### src/cgm_regs.svh
// register offsets, field positions, reset values and timing counts
// assumes inclusion by the design modules of the block and by the testbench
`ifndef CGM_REGS_SVH
`define CGM_REGS_SVH

`define CGM_OFS_CTRL1 8'h00
`define CGM_OFS_CTRL2 8'h04
`define CGM_OFS_STAT 8'h08
`define CGM_OFS_LOOP 8'h0c

`define CGM_CTRL1_RST 8'h04
`define CGM_CTRL2_RST 8'h40

`define CGM_F_CLKSRC_HI 7
`define CGM_F_CLKSRC_LO 6
`define CGM_F_REFERENCE_DIVIDER_HI 5
`define CGM_F_REFERENCE_DIVIDER_LO 3
`define CGM_F_IREFSEL 2
`define CGM_F_IRGATE 1
`define CGM_F_IRKEEP 0
`define CGM_F_BUS_DIVIDER_HI 7
`define CGM_F_BUS_DIVIDER_LO 6
`define CGM_F_RANGE 5
`define CGM_F_HGAIN 4
`define CGM_F_BYPPD 3
`define CGM_F_OSCREQ 2
`define CGM_F_ERGATE 1
`define CGM_F_ERKEEP 0
`define CGM_F_LOOPSEL 0
`define CGM_F_STOPREQ 1

`define CGM_SYNC_STAGES 2
`define CGM_HSIZE_WORD 3'h2
`define CGM_HTRANS_NONSEQ 2'h2
`define CGM_ADDR_BITS 8

`endif

### src/cgm_pkg.sv
// types shared by the clock generator mode control block
// assumes cgm_regs.svh sits beside it on the include path
package cgm_pkg;
    typedef enum logic [1:0] {
        CGM_SRC_LOOP = 2'h0,
        CGM_SRC_IREF = 2'h1,
        CGM_SRC_EREF = 2'h2,
        CGM_SRC_RSVD = 2'h3
    } cgm_src_e;

    // nine modes, stop included
    typedef enum logic [3:0] {
        CGM_MODE_LOOP_ENG_INT = 4'h0,
        CGM_MODE_LOOP_ENG_EXT = 4'h1,
        CGM_MODE_LOOP_BYP_INT = 4'h2,
        CGM_MODE_LOOP_BYP_EXT = 4'h3,
        CGM_MODE_PLL_ENG_EXT = 4'h4,
        CGM_MODE_PLL_BYP_EXT = 4'h5,
        CGM_MODE_LP_BYP_INT = 4'h6,
        CGM_MODE_LP_BYP_EXT = 4'h7,
        CGM_MODE_STOP = 4'h8
    } cgm_mode_e;
endpackage : cgm_pkg

### src/cgm_sync_if.sv
// carries select bits toward the status synchroniser and back
// assumes one clock shared by both ends
`timescale 1ns/1ps
interface cgm_sync_if;
    logic [3:0] sel_raw;
    logic [3:0] sel_sync;
    modport ctrl (output sel_raw, input sel_sync);
    modport sync (input sel_raw, output sel_sync);
endinterface : cgm_sync_if

### src/cgm_status_sync.sv
// two-stage synchroniser for the select status indications
// assumes i_mclk and i_rst_n of the control block
`timescale 1ns/1ps
`include "cgm_regs.svh"
module cgm_status_sync
    import cgm_pkg::*;
(
    input wire logic i_mclk,
    input wire logic i_rst_n,
    cgm_sync_if.sync port
);
    logic [3:0] stage_q [`CGM_SYNC_STAGES];

    // status lags the write by the full chain, never same cycle
    generate
        for (genvar g = 0; g < `CGM_SYNC_STAGES; g++)
        begin : g_stage
            always_ff @(posedge i_mclk or negedge i_rst_n)
            begin
                if (!i_rst_n)
                    stage_q[g] <= 4'h1;
                else if (g == 0)
                    stage_q[g] <= port.sel_raw;
                else
                    stage_q[g] <= stage_q[(g > 0) ? g - 1 : 0];
            end
        end
    endgenerate

    assign port.sel_sync = stage_q[`CGM_SYNC_STAGES-1];
endmodule : cgm_status_sync

### src/cgm_mode_ctrl.sv
// clock generator mode control with an AHB-Lite register slave
// assumes a single AHB-Lite master and on-chip clock consumers only
//
// The register addresses and the AHB-Lite slave port were chosen for this implementation.
`timescale 1ns/1ps
`include "cgm_regs.svh"

// Summary of operation
// - nine modes: engaged, bypassed, low-power bypassed, pll variants, stop.
// - no signal leaves the chip; all ports are internal.
// - source field 00 loop, 01 internal ref, 10 external ref.
// - source code 11 behaves as loop output.
// - reference divider codes 0..3 divide 1..8, 6 and 7 divide 64, 128.
// - reference select 1 internal, 0 external.
// - internal ref output gate enables the internal reference output.
// - internal ref runs in stop if keep and gate or internal mode.
// - bus divider 1,2,4,8; resets to divide by 2.
// - range bit picks external high or low frequency range.
// - gain bit picks high gain or low power oscillator.
// - power-down bit stops the loop in bypassed modes.
// - oscillator request bit picks crystal or direct clock.
// - external ref output gate enables the external reference output.
// - external ref runs in stop if keep and gate or external mode.
// - status fields follow select writes only after synchronisation.
// - changing ref select, loop select or divider clears lock.
module cgm_mode_ctrl
    import cgm_pkg::*;
(
    input wire logic i_mclk,
    input wire logic i_rst_n,
    input wire logic i_hsel,
    input wire logic [31:0] i_haddr,
    input wire logic [1:0] i_htrans,
    input wire logic i_hwrite,
    input wire logic [2:0] i_hsize,
    input wire logic [31:0] i_hwdata,
    input wire logic i_hready,
    output logic [31:0] o_hrdata,
    output logic o_hreadyout,
    output logic o_hresp,
    input wire logic i_loop_lock_det,
    output logic [1:0] o_system_clock_source_select,
    output logic [7:0] o_ref_divide_ratio,
    output logic o_internal_reference_select,
    output logic o_internal_reference_clock_out,
    output logic o_internal_ref_run,
    output logic [3:0] o_bus_divide_ratio,
    output logic o_external_high_range,
    output logic o_oscillator_high_gain,
    output logic o_external_source_oscillator_request,
    output logic o_external_reference_clock_out,
    output logic o_external_ref_run,
    output logic o_loop_type_select,
    output logic o_fll_enable,
    output logic o_pll_enable,
    output logic [3:0] o_mode,
    output logic o_lock
);
    ////////////////////////////////////////////////////////////////////
    // register state

    logic [7:0] ctrl1_q;
    logic [7:0] ctrl2_q;
    logic [1:0] loop_q;
    logic wr_pend_q;
    logic [`CGM_ADDR_BITS-1:0] wr_addr_q;
    logic lock_q;
    logic stop_q;
    cgm_mode_e mode_q;
    cgm_mode_e mode_d;
    cgm_mode_e run_mode_q;
    logic [3:0] pow2_sel;
    cgm_sync_if sif ();

    // no off-chip pins: every port is an on-chip net
    function automatic logic [7:0] pow2(input logic [2:0] code);
        pow2 = 8'h01 << code;
    endfunction : pow2

    function automatic logic is_int_mode(input cgm_mode_e m);
        is_int_mode = (m == CGM_MODE_LOOP_ENG_INT)
            || (m == CGM_MODE_LOOP_BYP_INT)
            || (m == CGM_MODE_LP_BYP_INT);
    endfunction : is_int_mode

    ////////////////////////////////////////////////////////////////////
    // AHB-Lite slave: zero wait states, always OKAY

    logic addr_ok;
    assign addr_ok = i_hsel && i_hready && i_htrans[1]
        && (i_hsize == `CGM_HSIZE_WORD);

    always_ff @(posedge i_mclk or negedge i_rst_n)
    begin
        if (!i_rst_n)
        begin
            wr_pend_q <= 1'b0;
            wr_addr_q <= 8'h00;
        end
        else if (i_hready)
        begin
            wr_pend_q <= addr_ok && i_hwrite;
            wr_addr_q <= i_haddr[`CGM_ADDR_BITS-1:0];
        end
    end

    always_ff @(posedge i_mclk or negedge i_rst_n)
    begin
        if (!i_rst_n)
            o_hrdata <= 32'h0000_0000;
        else if (addr_ok && !i_hwrite)
        begin
            unique case (i_haddr[`CGM_ADDR_BITS-1:0])
                `CGM_OFS_CTRL1: o_hrdata <= {24'h000000, ctrl1_q};
                `CGM_OFS_CTRL2: o_hrdata <= {24'h000000, ctrl2_q};
                `CGM_OFS_STAT: o_hrdata <= {23'h000000, lock_q,
                    4'h0, sif.sel_sync};
                `CGM_OFS_LOOP: o_hrdata <= {30'h00000000, loop_q};
                default: o_hrdata <= 32'h0000_0000;
            endcase
        end
    end

    assign o_hreadyout = 1'b1;
    assign o_hresp = 1'b0;

    logic wr1;
    logic wr2;
    logic wrl;
    assign wr1 = wr_pend_q && (wr_addr_q == `CGM_OFS_CTRL1);
    assign wr2 = wr_pend_q && (wr_addr_q == `CGM_OFS_CTRL2);
    assign wrl = wr_pend_q && (wr_addr_q == `CGM_OFS_LOOP);

    always_ff @(posedge i_mclk or negedge i_rst_n)
    begin
        if (!i_rst_n)
            ctrl1_q <= `CGM_CTRL1_RST; // divider resets to 000
        else if (wr1)
            ctrl1_q <= i_hwdata[7:0];
    end

    always_ff @(posedge i_mclk or negedge i_rst_n)
    begin
        if (!i_rst_n)
            ctrl2_q <= `CGM_CTRL2_RST; // bus divide by 2
        else if (wr2)
            ctrl2_q <= i_hwdata[7:0];
    end

    always_ff @(posedge i_mclk or negedge i_rst_n)
    begin
        if (!i_rst_n)
            loop_q <= 2'h0;
        else if (wrl)
            loop_q <= i_hwdata[1:0];
    end

    ////////////////////////////////////////////////////////////////////
    // field decode

    logic [1:0] src_raw;
    cgm_src_e src;
    logic [2:0] reference_divider;
    logic iref_sel;
    logic byp_pd;
    logic pll_sel;
    assign src_raw = ctrl1_q[`CGM_F_CLKSRC_HI:`CGM_F_CLKSRC_LO];
    assign src = cgm_src_e'(src_raw == 2'h3 ? 2'h0 : src_raw);
    assign reference_divider = ctrl1_q[`CGM_F_REFERENCE_DIVIDER_HI:`CGM_F_REFERENCE_DIVIDER_LO];
    assign iref_sel = ctrl1_q[`CGM_F_IREFSEL];
    assign byp_pd = ctrl2_q[`CGM_F_BYPPD];
    assign pll_sel = loop_q[`CGM_F_LOOPSEL];
    assign stop_q = loop_q[`CGM_F_STOPREQ];

    // divided reference range is software's duty, not checked
    // codes 4,5 continue the power-of-two run
    always_ff @(posedge i_mclk or negedge i_rst_n)
    begin
        if (!i_rst_n)
            o_ref_divide_ratio <= 8'h01;
        else
            o_ref_divide_ratio <= pow2(reference_divider);
    end

    assign pow2_sel = 4'h1 << ctrl2_q[`CGM_F_BUS_DIVIDER_HI:`CGM_F_BUS_DIVIDER_LO];

    always_ff @(posedge i_mclk or negedge i_rst_n)
    begin
        if (!i_rst_n)
        begin
            o_system_clock_source_select <= 2'h0;
            o_internal_reference_select <= 1'b1;
            o_bus_divide_ratio <= 4'h2;
            o_external_high_range <= 1'b0;
            o_oscillator_high_gain <= 1'b0;
            o_external_source_oscillator_request <= 1'b0;
            o_loop_type_select <= 1'b0;
        end
        else
        begin
            o_system_clock_source_select <= src;
            o_internal_reference_select <= iref_sel;
            o_bus_divide_ratio <= pow2_sel;
            o_external_high_range <= ctrl2_q[`CGM_F_RANGE];
            o_oscillator_high_gain <= ctrl2_q[`CGM_F_HGAIN];
            o_external_source_oscillator_request <=
                ctrl2_q[`CGM_F_OSCREQ];
            o_loop_type_select <= pll_sel;
        end
    end

    ////////////////////////////////////////////////////////////////////
    // mode tracking

    always_comb
    begin
        mode_d = CGM_MODE_LOOP_ENG_INT;
        if (stop_q)
            mode_d = CGM_MODE_STOP;
        else
        begin
            unique case (src)
                CGM_SRC_LOOP:
                    mode_d = pll_sel ? CGM_MODE_PLL_ENG_EXT
                        : (iref_sel ? CGM_MODE_LOOP_ENG_INT
                        : CGM_MODE_LOOP_ENG_EXT);
                CGM_SRC_IREF:
                    mode_d = byp_pd ? CGM_MODE_LP_BYP_INT
                        : CGM_MODE_LOOP_BYP_INT;
                default:
                    mode_d = byp_pd ? CGM_MODE_LP_BYP_EXT
                        : (pll_sel ? CGM_MODE_PLL_BYP_EXT
                        : CGM_MODE_LOOP_BYP_EXT);
            endcase
        end
    end

    always_ff @(posedge i_mclk or negedge i_rst_n)
    begin
        if (!i_rst_n)
            mode_q <= CGM_MODE_LOOP_ENG_INT;
        else
            mode_q <= mode_d;
    end

    // mode last held before stop decides what keeps running
    always_ff @(posedge i_mclk or negedge i_rst_n)
    begin
        if (!i_rst_n)
            run_mode_q <= CGM_MODE_LOOP_ENG_INT;
        else if (mode_q != CGM_MODE_STOP)
            run_mode_q <= mode_q;
    end

    assign o_mode = mode_q;

    ////////////////////////////////////////////////////////////////////
    // reference gating and loop enables

    logic in_stop;
    logic bypassed;
    logic loop_on;
    assign in_stop = (mode_q == CGM_MODE_STOP);
    assign bypassed = (src != CGM_SRC_LOOP);
    assign loop_on = !in_stop && !(bypassed && byp_pd);

    always_ff @(posedge i_mclk or negedge i_rst_n)
    begin
        if (!i_rst_n)
        begin
            o_internal_reference_clock_out <= 1'b0;
            o_external_reference_clock_out <= 1'b0;
            o_internal_ref_run <= 1'b1;
            o_external_ref_run <= 1'b0;
            o_fll_enable <= 1'b1;
            o_pll_enable <= 1'b0;
        end
        else
        begin
            o_internal_reference_clock_out <=
                ctrl1_q[`CGM_F_IRGATE] && !in_stop;
            o_external_reference_clock_out <=
                ctrl2_q[`CGM_F_ERGATE] && !in_stop;
            o_internal_ref_run <= in_stop
                ? (ctrl1_q[`CGM_F_IRKEEP] && (ctrl1_q[`CGM_F_IRGATE]
                    || is_int_mode(run_mode_q)))
                : (ctrl1_q[`CGM_F_IRGATE] || iref_sel
                    || src == CGM_SRC_IREF);
            o_external_ref_run <= in_stop
                ? (ctrl2_q[`CGM_F_ERKEEP] && (ctrl2_q[`CGM_F_ERGATE]
                    || !is_int_mode(run_mode_q)))
                : (ctrl2_q[`CGM_F_ERGATE] || !iref_sel
                    || src == CGM_SRC_EREF);
            o_fll_enable <= loop_on && !pll_sel;
            o_pll_enable <= loop_on && pll_sel;
        end
    end

    ////////////////////////////////////////////////////////////////////
    // status synchroniser and lock indication

    assign sif.sel_raw = {src, pll_sel, iref_sel};

    cgm_status_sync u_sync (
        .i_mclk(i_mclk),
        .i_rst_n(i_rst_n),
        .port(sif.sync)
    );

    logic lock_disturb;
    logic relock_q;
    assign lock_disturb = (wr1 && (i_hwdata[`CGM_F_IREFSEL] != iref_sel
            || i_hwdata[`CGM_F_REFERENCE_DIVIDER_HI:`CGM_F_REFERENCE_DIVIDER_LO] != reference_divider))
        || (wrl && i_hwdata[`CGM_F_LOOPSEL] != pll_sel)
        || in_stop || !loop_on;

    // detector lags the outputs: a stale high must fall before relock
    always_ff @(posedge i_mclk or negedge i_rst_n)
    begin
        if (!i_rst_n)
            relock_q <= 1'b0;
        else if (lock_disturb)
            relock_q <= 1'b1;
        else if (!i_loop_lock_det)
            relock_q <= 1'b0;
    end

    // clear wins here: detector must see a fresh settle first
    always_ff @(posedge i_mclk or negedge i_rst_n)
    begin
        if (!i_rst_n)
            lock_q <= 1'b0;
        else if (lock_disturb)
            lock_q <= 1'b0;
        else
            lock_q <= i_loop_lock_det && !relock_q;
    end

    assign o_lock = lock_q;
endmodule : cgm_mode_ctrl

### config.mk
export PLATFORM = sky130hd
export DESIGN_NAME = cgm_mode_ctrl
export DESIGN_NICKNAME = d
export VERILOG_FILES = /design/src/cgm_pkg.sv /design/src/cgm_sync_if.sv /design/src/cgm_status_sync.sv /design/src/cgm_mode_ctrl.sv
export VERILOG_INCLUDE_DIRS = /design/src /design/src/src
export SDC_FILE = /design/constraint.sdc
export NUM_CORES = 1
export LEC_CHECK = 0
export BUFFER_PORTS_ARGS = -buffer_cell sky130_fd_sc_hd__buf_2
export CAP_MARGIN = 20
export CORE_ASPECT_RATIO = 1.25
export CORE_MARGIN = 5
export CORE_UTILIZATION = 43
export DETAILED_ROUTE_END_ITERATION = 8
export PLACE_DENSITY = 0.75
export SYNTH_ARGS = -nofsm -noshare
export SYNTH_HDL_FRONTEND = slang
export SYNTH_HIERARCHICAL = 1
export SYNTH_SLANG_ARGS = --single-unit
### constraint.sdc
create_clock -name i_mclk -period 1.74 [get_ports i_mclk]
set_clock_uncertainty 0.15 [all_clocks]
set_input_delay 0.348 -clock i_mclk [delete_from_list [all_inputs] [get_ports i_mclk]]
set_output_delay 0.348 -clock i_mclk [all_outputs]
set_load 0.005 [all_outputs]
==> metrics, run 1 <==
Leak 2.086 nW; final max-slew violation count 0; layout cell share with drive strength beyond 1 42.77%; sequential share of the synthesized area 60.42%; largest net degree at the start of global routing 80; gr ovfl total 0; Layout area overhead 23.12%; number of global-route vias before repair 2211; CTS tree done; Required @ worst endpoint 1.82 ns; number of synthesized register bits 79; setup TNS -2.866 ns; nature of the critical path endpoint flip-flop; post-DP HPWL 4857 µm; n_diodes 0; highest metal used met4; WL met2 3524 µm; drc violations 0; setup violators final 20; routability cong. 0.7534; min Tclk post-route 1.943 ns; Setup WS pre-CTS -0.2638 ns; status complete, but fails checks; H-tree Lvls 3; final period utilization 111.7%; DRT met1 WL 2610 µm; first-pass GRT wire length 10620 µm; die width 88.25 µm; Area contributors post-synth dfrtp_1 (53%), dfstp_2 (7.2%), mux2_2 (7.2%); CP peak stage delay 0.58 ns; via density per instance 4.863; CP cell instances or4b_4 -> nor3_4 -> buf_12 -> mux2_4; GRT Util Overall 14.73%; final hold slack 0.1001 ns; failing checks setup timing; Via Count 2130; DR WL met3 381 µm; IO buf count 64; CP arrival 2.02 ns; MaxCap Viol Count 0; initial antenna violation count 0; 1st-iter DRT viols 113; Worst path top cell family by delay simple AND/OR/NAND/NOR gates; clk sinks 79; Worst setup SP type flip-flop; Mean Syn Cell Area 12.90 µm²; ys async rst share 100.0%; Root Buffer clkbuf_8; Cells after Synth 255; leading register cell type out of synthesis dfrtp_1; Ys Warns 6; Post-synth top cells dfrtp_1 (70), buf_4 (30), mux2_2 (21); First-pass DRT Iterations 4; R2R setup slack -0.20 ns; Netlist cell types 44; RSZ-0062 raised after global routing true; Util after Layout 54.74%; Max clock buf depth 2; slowest CP cell or4b_4; IO Count 139; die area 0.009513 mm²; Core Area 0.007401 mm²; PD cells 861.1 mW/mm²; Worst-Skew Late Latency 0.35 ns; worst-path maximum fanout 6; Reg clk slew, reported paths 0.07 ns; top cell type's share of synthesized area 53.23%; Post-DRT Antenna Nets 0; synthesized area 0.003291 mm²; Final WS setup -0.2034 ns; Post-Route WL 6650 µm; chip height 107.8 µm; Peak VDD IR 592.8 µV; Hold Vio Cnt, Final 0; nets 419; f_max 514.6 MHz; placed inst area 0.003761 mm²; HP Class in -> reg; Post-synth EDFFs 0; routed wire length per instance 15.18 µm; starting density of the core 44.46%; Buf/Inv on CP 1; Cell Rows 35; crit path kind reg -> reg; count leader, synth dfrtp_1; largest area contributor in the netlist dfrtp_1; Num CTS Buffers 9; Final Cell Area 0.004051 mm²
where the power goes:
part	switching [W]	total, W	internal (W)
Combinational	0.000166	0.000319	0.000153
Clock	0.000604	0.00120	0.000597
Sequential	0.0000499	0.00197	0.00192
Total	0.000820	0.00349	0.00267
worst reg2reg max path, cell delays in order, from the launching register on:
cell	delay [ns]
dfrtp_1	0.38
or4b_4	0.58
nor3_4	0.25
buf_12	0.17
mux2_4	0.30
flip-flops by register name, indices dropped and copies added (netlist names), 2 cells and up:
signal,cells
o_hrdata,9
ctrl1_q,8
ctrl2_q,8
o_ref_divide_ratio,8
wr_addr_q,8
o_bus_divide_ratio,4
o_mode,4
run_mode_q,4
u_sync/port.sel_sync,4
u_sync/stage_q,4
loop_q,2
o_system_clock_source_select,2
through the flow:
step | power [W] | std cells
2_1_floorplan | 0.002180 | 278
3_3_place_gp | 0.002297 | 419
3_5_place_dp | 0.002310 | 419
4_1_cts | 0.003518 | 438
5_1_grt | 0.003648 | 438
6_report | 0.003489 | 438
worst paths after layout:
path,start,endpoint,cells after the start
setup / recovery,wr_addr_q[3]$_DFFE_PN0P_,ctrl2_q[3]$_DFFE_PN0P_,4
hold / removal,i_hwdata[6],ctrl1_q[6]$_DFFE_PN0P_,3
setup reg to reg,wr_addr_q[3]$_DFFE_PN0P_,ctrl2_q[3]$_DFFE_PN0P_,4
hold reg to reg,u_sync/stage_q[4]$_DFF_PN1_,u_sync/port.sel_sync[0]$_DFF_PN1_,0
max in group asynchronous,i_rst_n,u_sync/port.sel_sync[0]$_DFF_PN1_,3
min in group asynchronous,i_rst_n,o_ref_divide_ratio[6]$_DFF_PN0_,3
logic make-up (layout without fill, tap and decap cells):
group           Yosys count  count (layout)  share of synthesized area [%]
flops                    79              79                          60.42
simple gates             61              61                          11.75
buf+inv                  44             112                          8.479
compound gates           32              32                          6.274
mux                      29              29                          10.38
xor+xnor                  5               5                          1.331
fa+ha+maj                 3               3                          1.141
other cells               2              25                         0.2282
area by class of cell:
type | count | area [µm²]
fill | 637 | 3349
sequential | 79 | 1988
multi-input combinational | 155 | 1194
timing repair buffer | 89 | 556.8
clock buffer | 15 | 166.4
tap | 92 | 115.1
inverter | 7 | 26.28
clock inverter | 1 | 5.005
placed cells by master (no fill, tap or decap), types with 5 or more instances in the layout:
| master | n |
|---|---|
| a21oi_1 | 6 |
| buf_2 | 63 |
| buf_4 | 19 |
| clkbuf_8 | 11 |
| conb_1 | 25 |
| dfrtp_1 | 70 |
| dfstp_2 | 9 |
| inv_1 | 7 |
| mux2_2 | 10 |
| mux2_4 | 11 |
| mux2i_1 | 6 |
| nand2_1 | 11 |
| nor2_1 | 9 |
| nor2b_1 | 7 |
| o21ai_0 | 5 |
| o21ai_1 | 7 |
| xor2_1 | 5 |
per-layer routing:
layer | GRT usage [%] | vias to the layer above
li1 | - | 992
met1 | 17.30 | 1074
met2 | 25.08 | 56
met3 | 3.675 | 8
met4 | 6.479 | 0
met5 | 0 | -
repair_timing:
item / CTS / global route
pin swaps: 2 / 6
endpoints found under the hold margin: 70 / 0
resized for setup: 14 / 14
setup buffers: 2 / 0
setup endpoints to repair: 20 / 21
hold buffers: 1 / 0
No activity file was read; power rests on OpenSTA's default activity.
==> inputs of run 2 (changes only) <==
--- a/constraint.sdc
+++ b/constraint.sdc
@@ -3,3 +3,3 @@
 set_input_delay 0.348 -clock i_mclk [delete_from_list [all_inputs] [get_ports i_mclk]]
 set_output_delay 0.348 -clock i_mclk [all_outputs]
-set_load 0.005 [all_outputs]
+set_load 0.05 [all_outputs]
==> metrics, run 2 (same netlist as run 1, synthesis figures left out) <==
Worst-Skew Late Latency 0.34 ns (about the same); post-DP HPWL 4796 µm (-1.3%); First-pass DRT Iterations 4 (unchanged); nature of the critical path endpoint flip-flop; via density per instance 4.806 (-1.2%); Leak 2.107 nW (+1.0%); MaxCap Viol Count 0 (unchanged); HP Class in -> reg; gr ovfl total 0 (unchanged); clock share of power 37.6% (+3.2 points); Post-Route WL 6678 µm (+0.42%); Via Count 2110 (-0.94%); worst-path maximum fanout 7 (+1); fill count 622 (-2.4%); Gate power share 13.4% (+4.3 points); number of global-route vias before repair 2265 (+2.4%); Max clock buf depth 2 (unchanged); largest net degree at the start of global routing 80 (unchanged); RR Endpoint ctrl2_q[2]$_DFFE_PN0P_; Peak VDD IR 609.5 µV (+2.8%); IO buf count 64 (unchanged); Num CTS Buffers 9 (unchanged); n_diodes 0 (unchanged); f_max 508.4 MHz (-1.2%); Hold Path Stages 3 (unchanged); Reg clk slew, reported paths 0.08 ns (about the same); Post-DRT Antenna Nets 0 (unchanged); Largest register FFs 9 (unchanged); Final WS setup -0.2270 ns (-0.02369 ns); Post-Layout Cell Count 439 (+0.23%); Cell Rows 35 (unchanged); GRT Util Overall 15.25% (+0.52 points); Util after Layout 55.82% (+1.1 points); failing checks setup timing; R2R depth 4 (unchanged); starting density of the core 44.46% (unchanged); chip height 107.8 µm (unchanged); switching part of the total 26.07% (+2.6 points); layout cell share with drive strength beyond 1 44.38% (+1.6 points); Hold Vio Cnt, Final 0 (unchanged); Top reg by flops o_hrdata; routed wire length per instance 15.21 µm (+0.19%); PD cells 970.4 mW/mm² (+13%); final max-slew violation count 0 (unchanged); R2R setup slack -0.23 ns (-0.02 ns); Root Buffer clkbuf_8; nets 420 (+0.24%); CTS tree done; setup violators final 18 (-10%); Hold Path End relock_q$_DFFE_PN0P_; CP arrival 2.05 ns (+0.03 ns); setup TNS -3.098 ns (-0.2316 ns); RSZ-0062 raised after global routing true; sequential cell fraction of total power 49.0% (-7.4 points); hold_sp i_loop_lock_det; status complete, but fails checks; drc violations 0 (unchanged); commonest cells after routing, fill and taps aside dfrtp_1 (67), buf_2 (63), conb_1 (25); Required @ worst endpoint 1.82 ns (about the same); first-pass GRT wire length 10820 µm (+1.9%); routability cong. 0.7526 (-0.11%); IO Count 139 (unchanged); commonest non-fill, non-tap cell in the layout dfrtp_1; reg2reg start wr_addr_q[7]$_DFFE_PN0P_; Layout area overhead 25.55%; Core Area 0.007401 mm² (unchanged); clk sinks 79 (unchanged); 1st-iter DRT viols 125 (+11%); final period utilization 113.0% (+1.4 points); Power Internal 0.002964 W (+11%); die width 88.25 µm (unchanged); die area 0.009513 mm² (unchanged); min Tclk post-route 1.967 ns (+0.02369 ns); H-tree Lvls 3 (unchanged); placed cells 419 (unchanged); crit path kind reg -> reg; initial antenna violation count 0 (unchanged); Switching Power 0.001045 W (+28%); Worst setup SP type flip-flop
[run 2: cell types whose count changed in the layout (fill, tap and decap cells not counted), moves of 2 or more]
cell | before | now
bufinv_16 | 0 | 2
dfrtp_2 | 0 | 3
clkbuf_1 | 4 | 2
dfrtp_1 | 70 | 67
[run 2: cell type report]
type | count | area, µm² | share of cell area [%]
clock buffer | 13 | 158.9 | 3.846
clock inverter | 3 | 65.06 | 1.575
inverter | 7 | 26.28 | 0.6360
multi-input combinational | 155 | 1205 | 29.16
sequential | 79 | 1992 | 48.21
tap | 92 | 115.1 | 2.786
timing repair buffer | 90 | 569.3 | 13.78
[run 2: how the worst max path moves through the flow]
stage / start / to / slack, ns
final: wr_addr_q[7]$_DFFE_PN0P_ / ctrl2_q[2]$_DFFE_PN0P_ / -0.23
after global routing: wr_addr_q[7]$_DFFE_PN0P_ / loop_q[1]$_DFFE_PN0P_ / -0.29
after CTS: wr_addr_q[7]$_DFFE_PN0P_ / loop_q[1]$_DFFE_PN0P_ / -0.20
after detailed placement: i_hsize[0] / o_hrdata[8]$_DFFE_PN0P_ / -0.25
after global placement: i_hsize[0] / o_hrdata[8]$_DFFE_PN0P_ / -0.22
after floorplan: wr_addr_q[7]$_DFFE_PN0P_ / ctrl2_q[1]$_DFFE_PN0P_ / -0.17
[run 2: worst max-delay path, cell delays in order, from the launching register on]
cell,delay [ns]
dfrtp_1,0.38
or4_4,0.60
nor3_4,0.26
buf_12,0.17
mux2_4,0.30
[run 2: routing by layer]
metal / track usage, % / part of all wire [%]
met4: 8.531 / 2.8
met5: 0 / 0
met3: 3.216 / 5.7
met2: 25.61 / 53
met1: 17.78 / 38
[run 2: power by group through the flow]
stage,logic [W],clock network [W],registers (W)
global placement,0.000510,0,0.00199
finish,0.000538,0.00151,0.00196
detailed placement,0.000521,0,0.00200
global route,0.000578,0.00161,0.00198
floorplan,0.000290,0,0.00210
CTS,0.000533,0.00154,0.00196
[run 2: stage by stage]
step / hold WS [ns] / setup slack, ns / cell area, µm² / power (W)
2_1_floorplan: -0.09759 / -0.1721 / 3396 / 0.002389
3_3_place_gp: 0.1834 / -0.2236 / 3777 / 0.002504
3_5_place_dp: 0.1911 / -0.2486 / 3777 / 0.002519
4_1_cts: 0.07329 / -0.2041 / 4084 / 0.004038
5_1_grt: 0.08222 / -0.2873 / 4131 / 0.004167
6_report: 0.09315 / -0.2270 / 4131 / 0.004009
[run 2: timing repair]
item | 4_1_cts | 5_1_grt
setup endpoints to repair | 17 | 24
hold endpoints to repair | 70 | 0
setup buffers | 3 | 2
gates resized for setup | 16 | 12
pin swaps | 5 | 3
hold buffers | 1 | 0
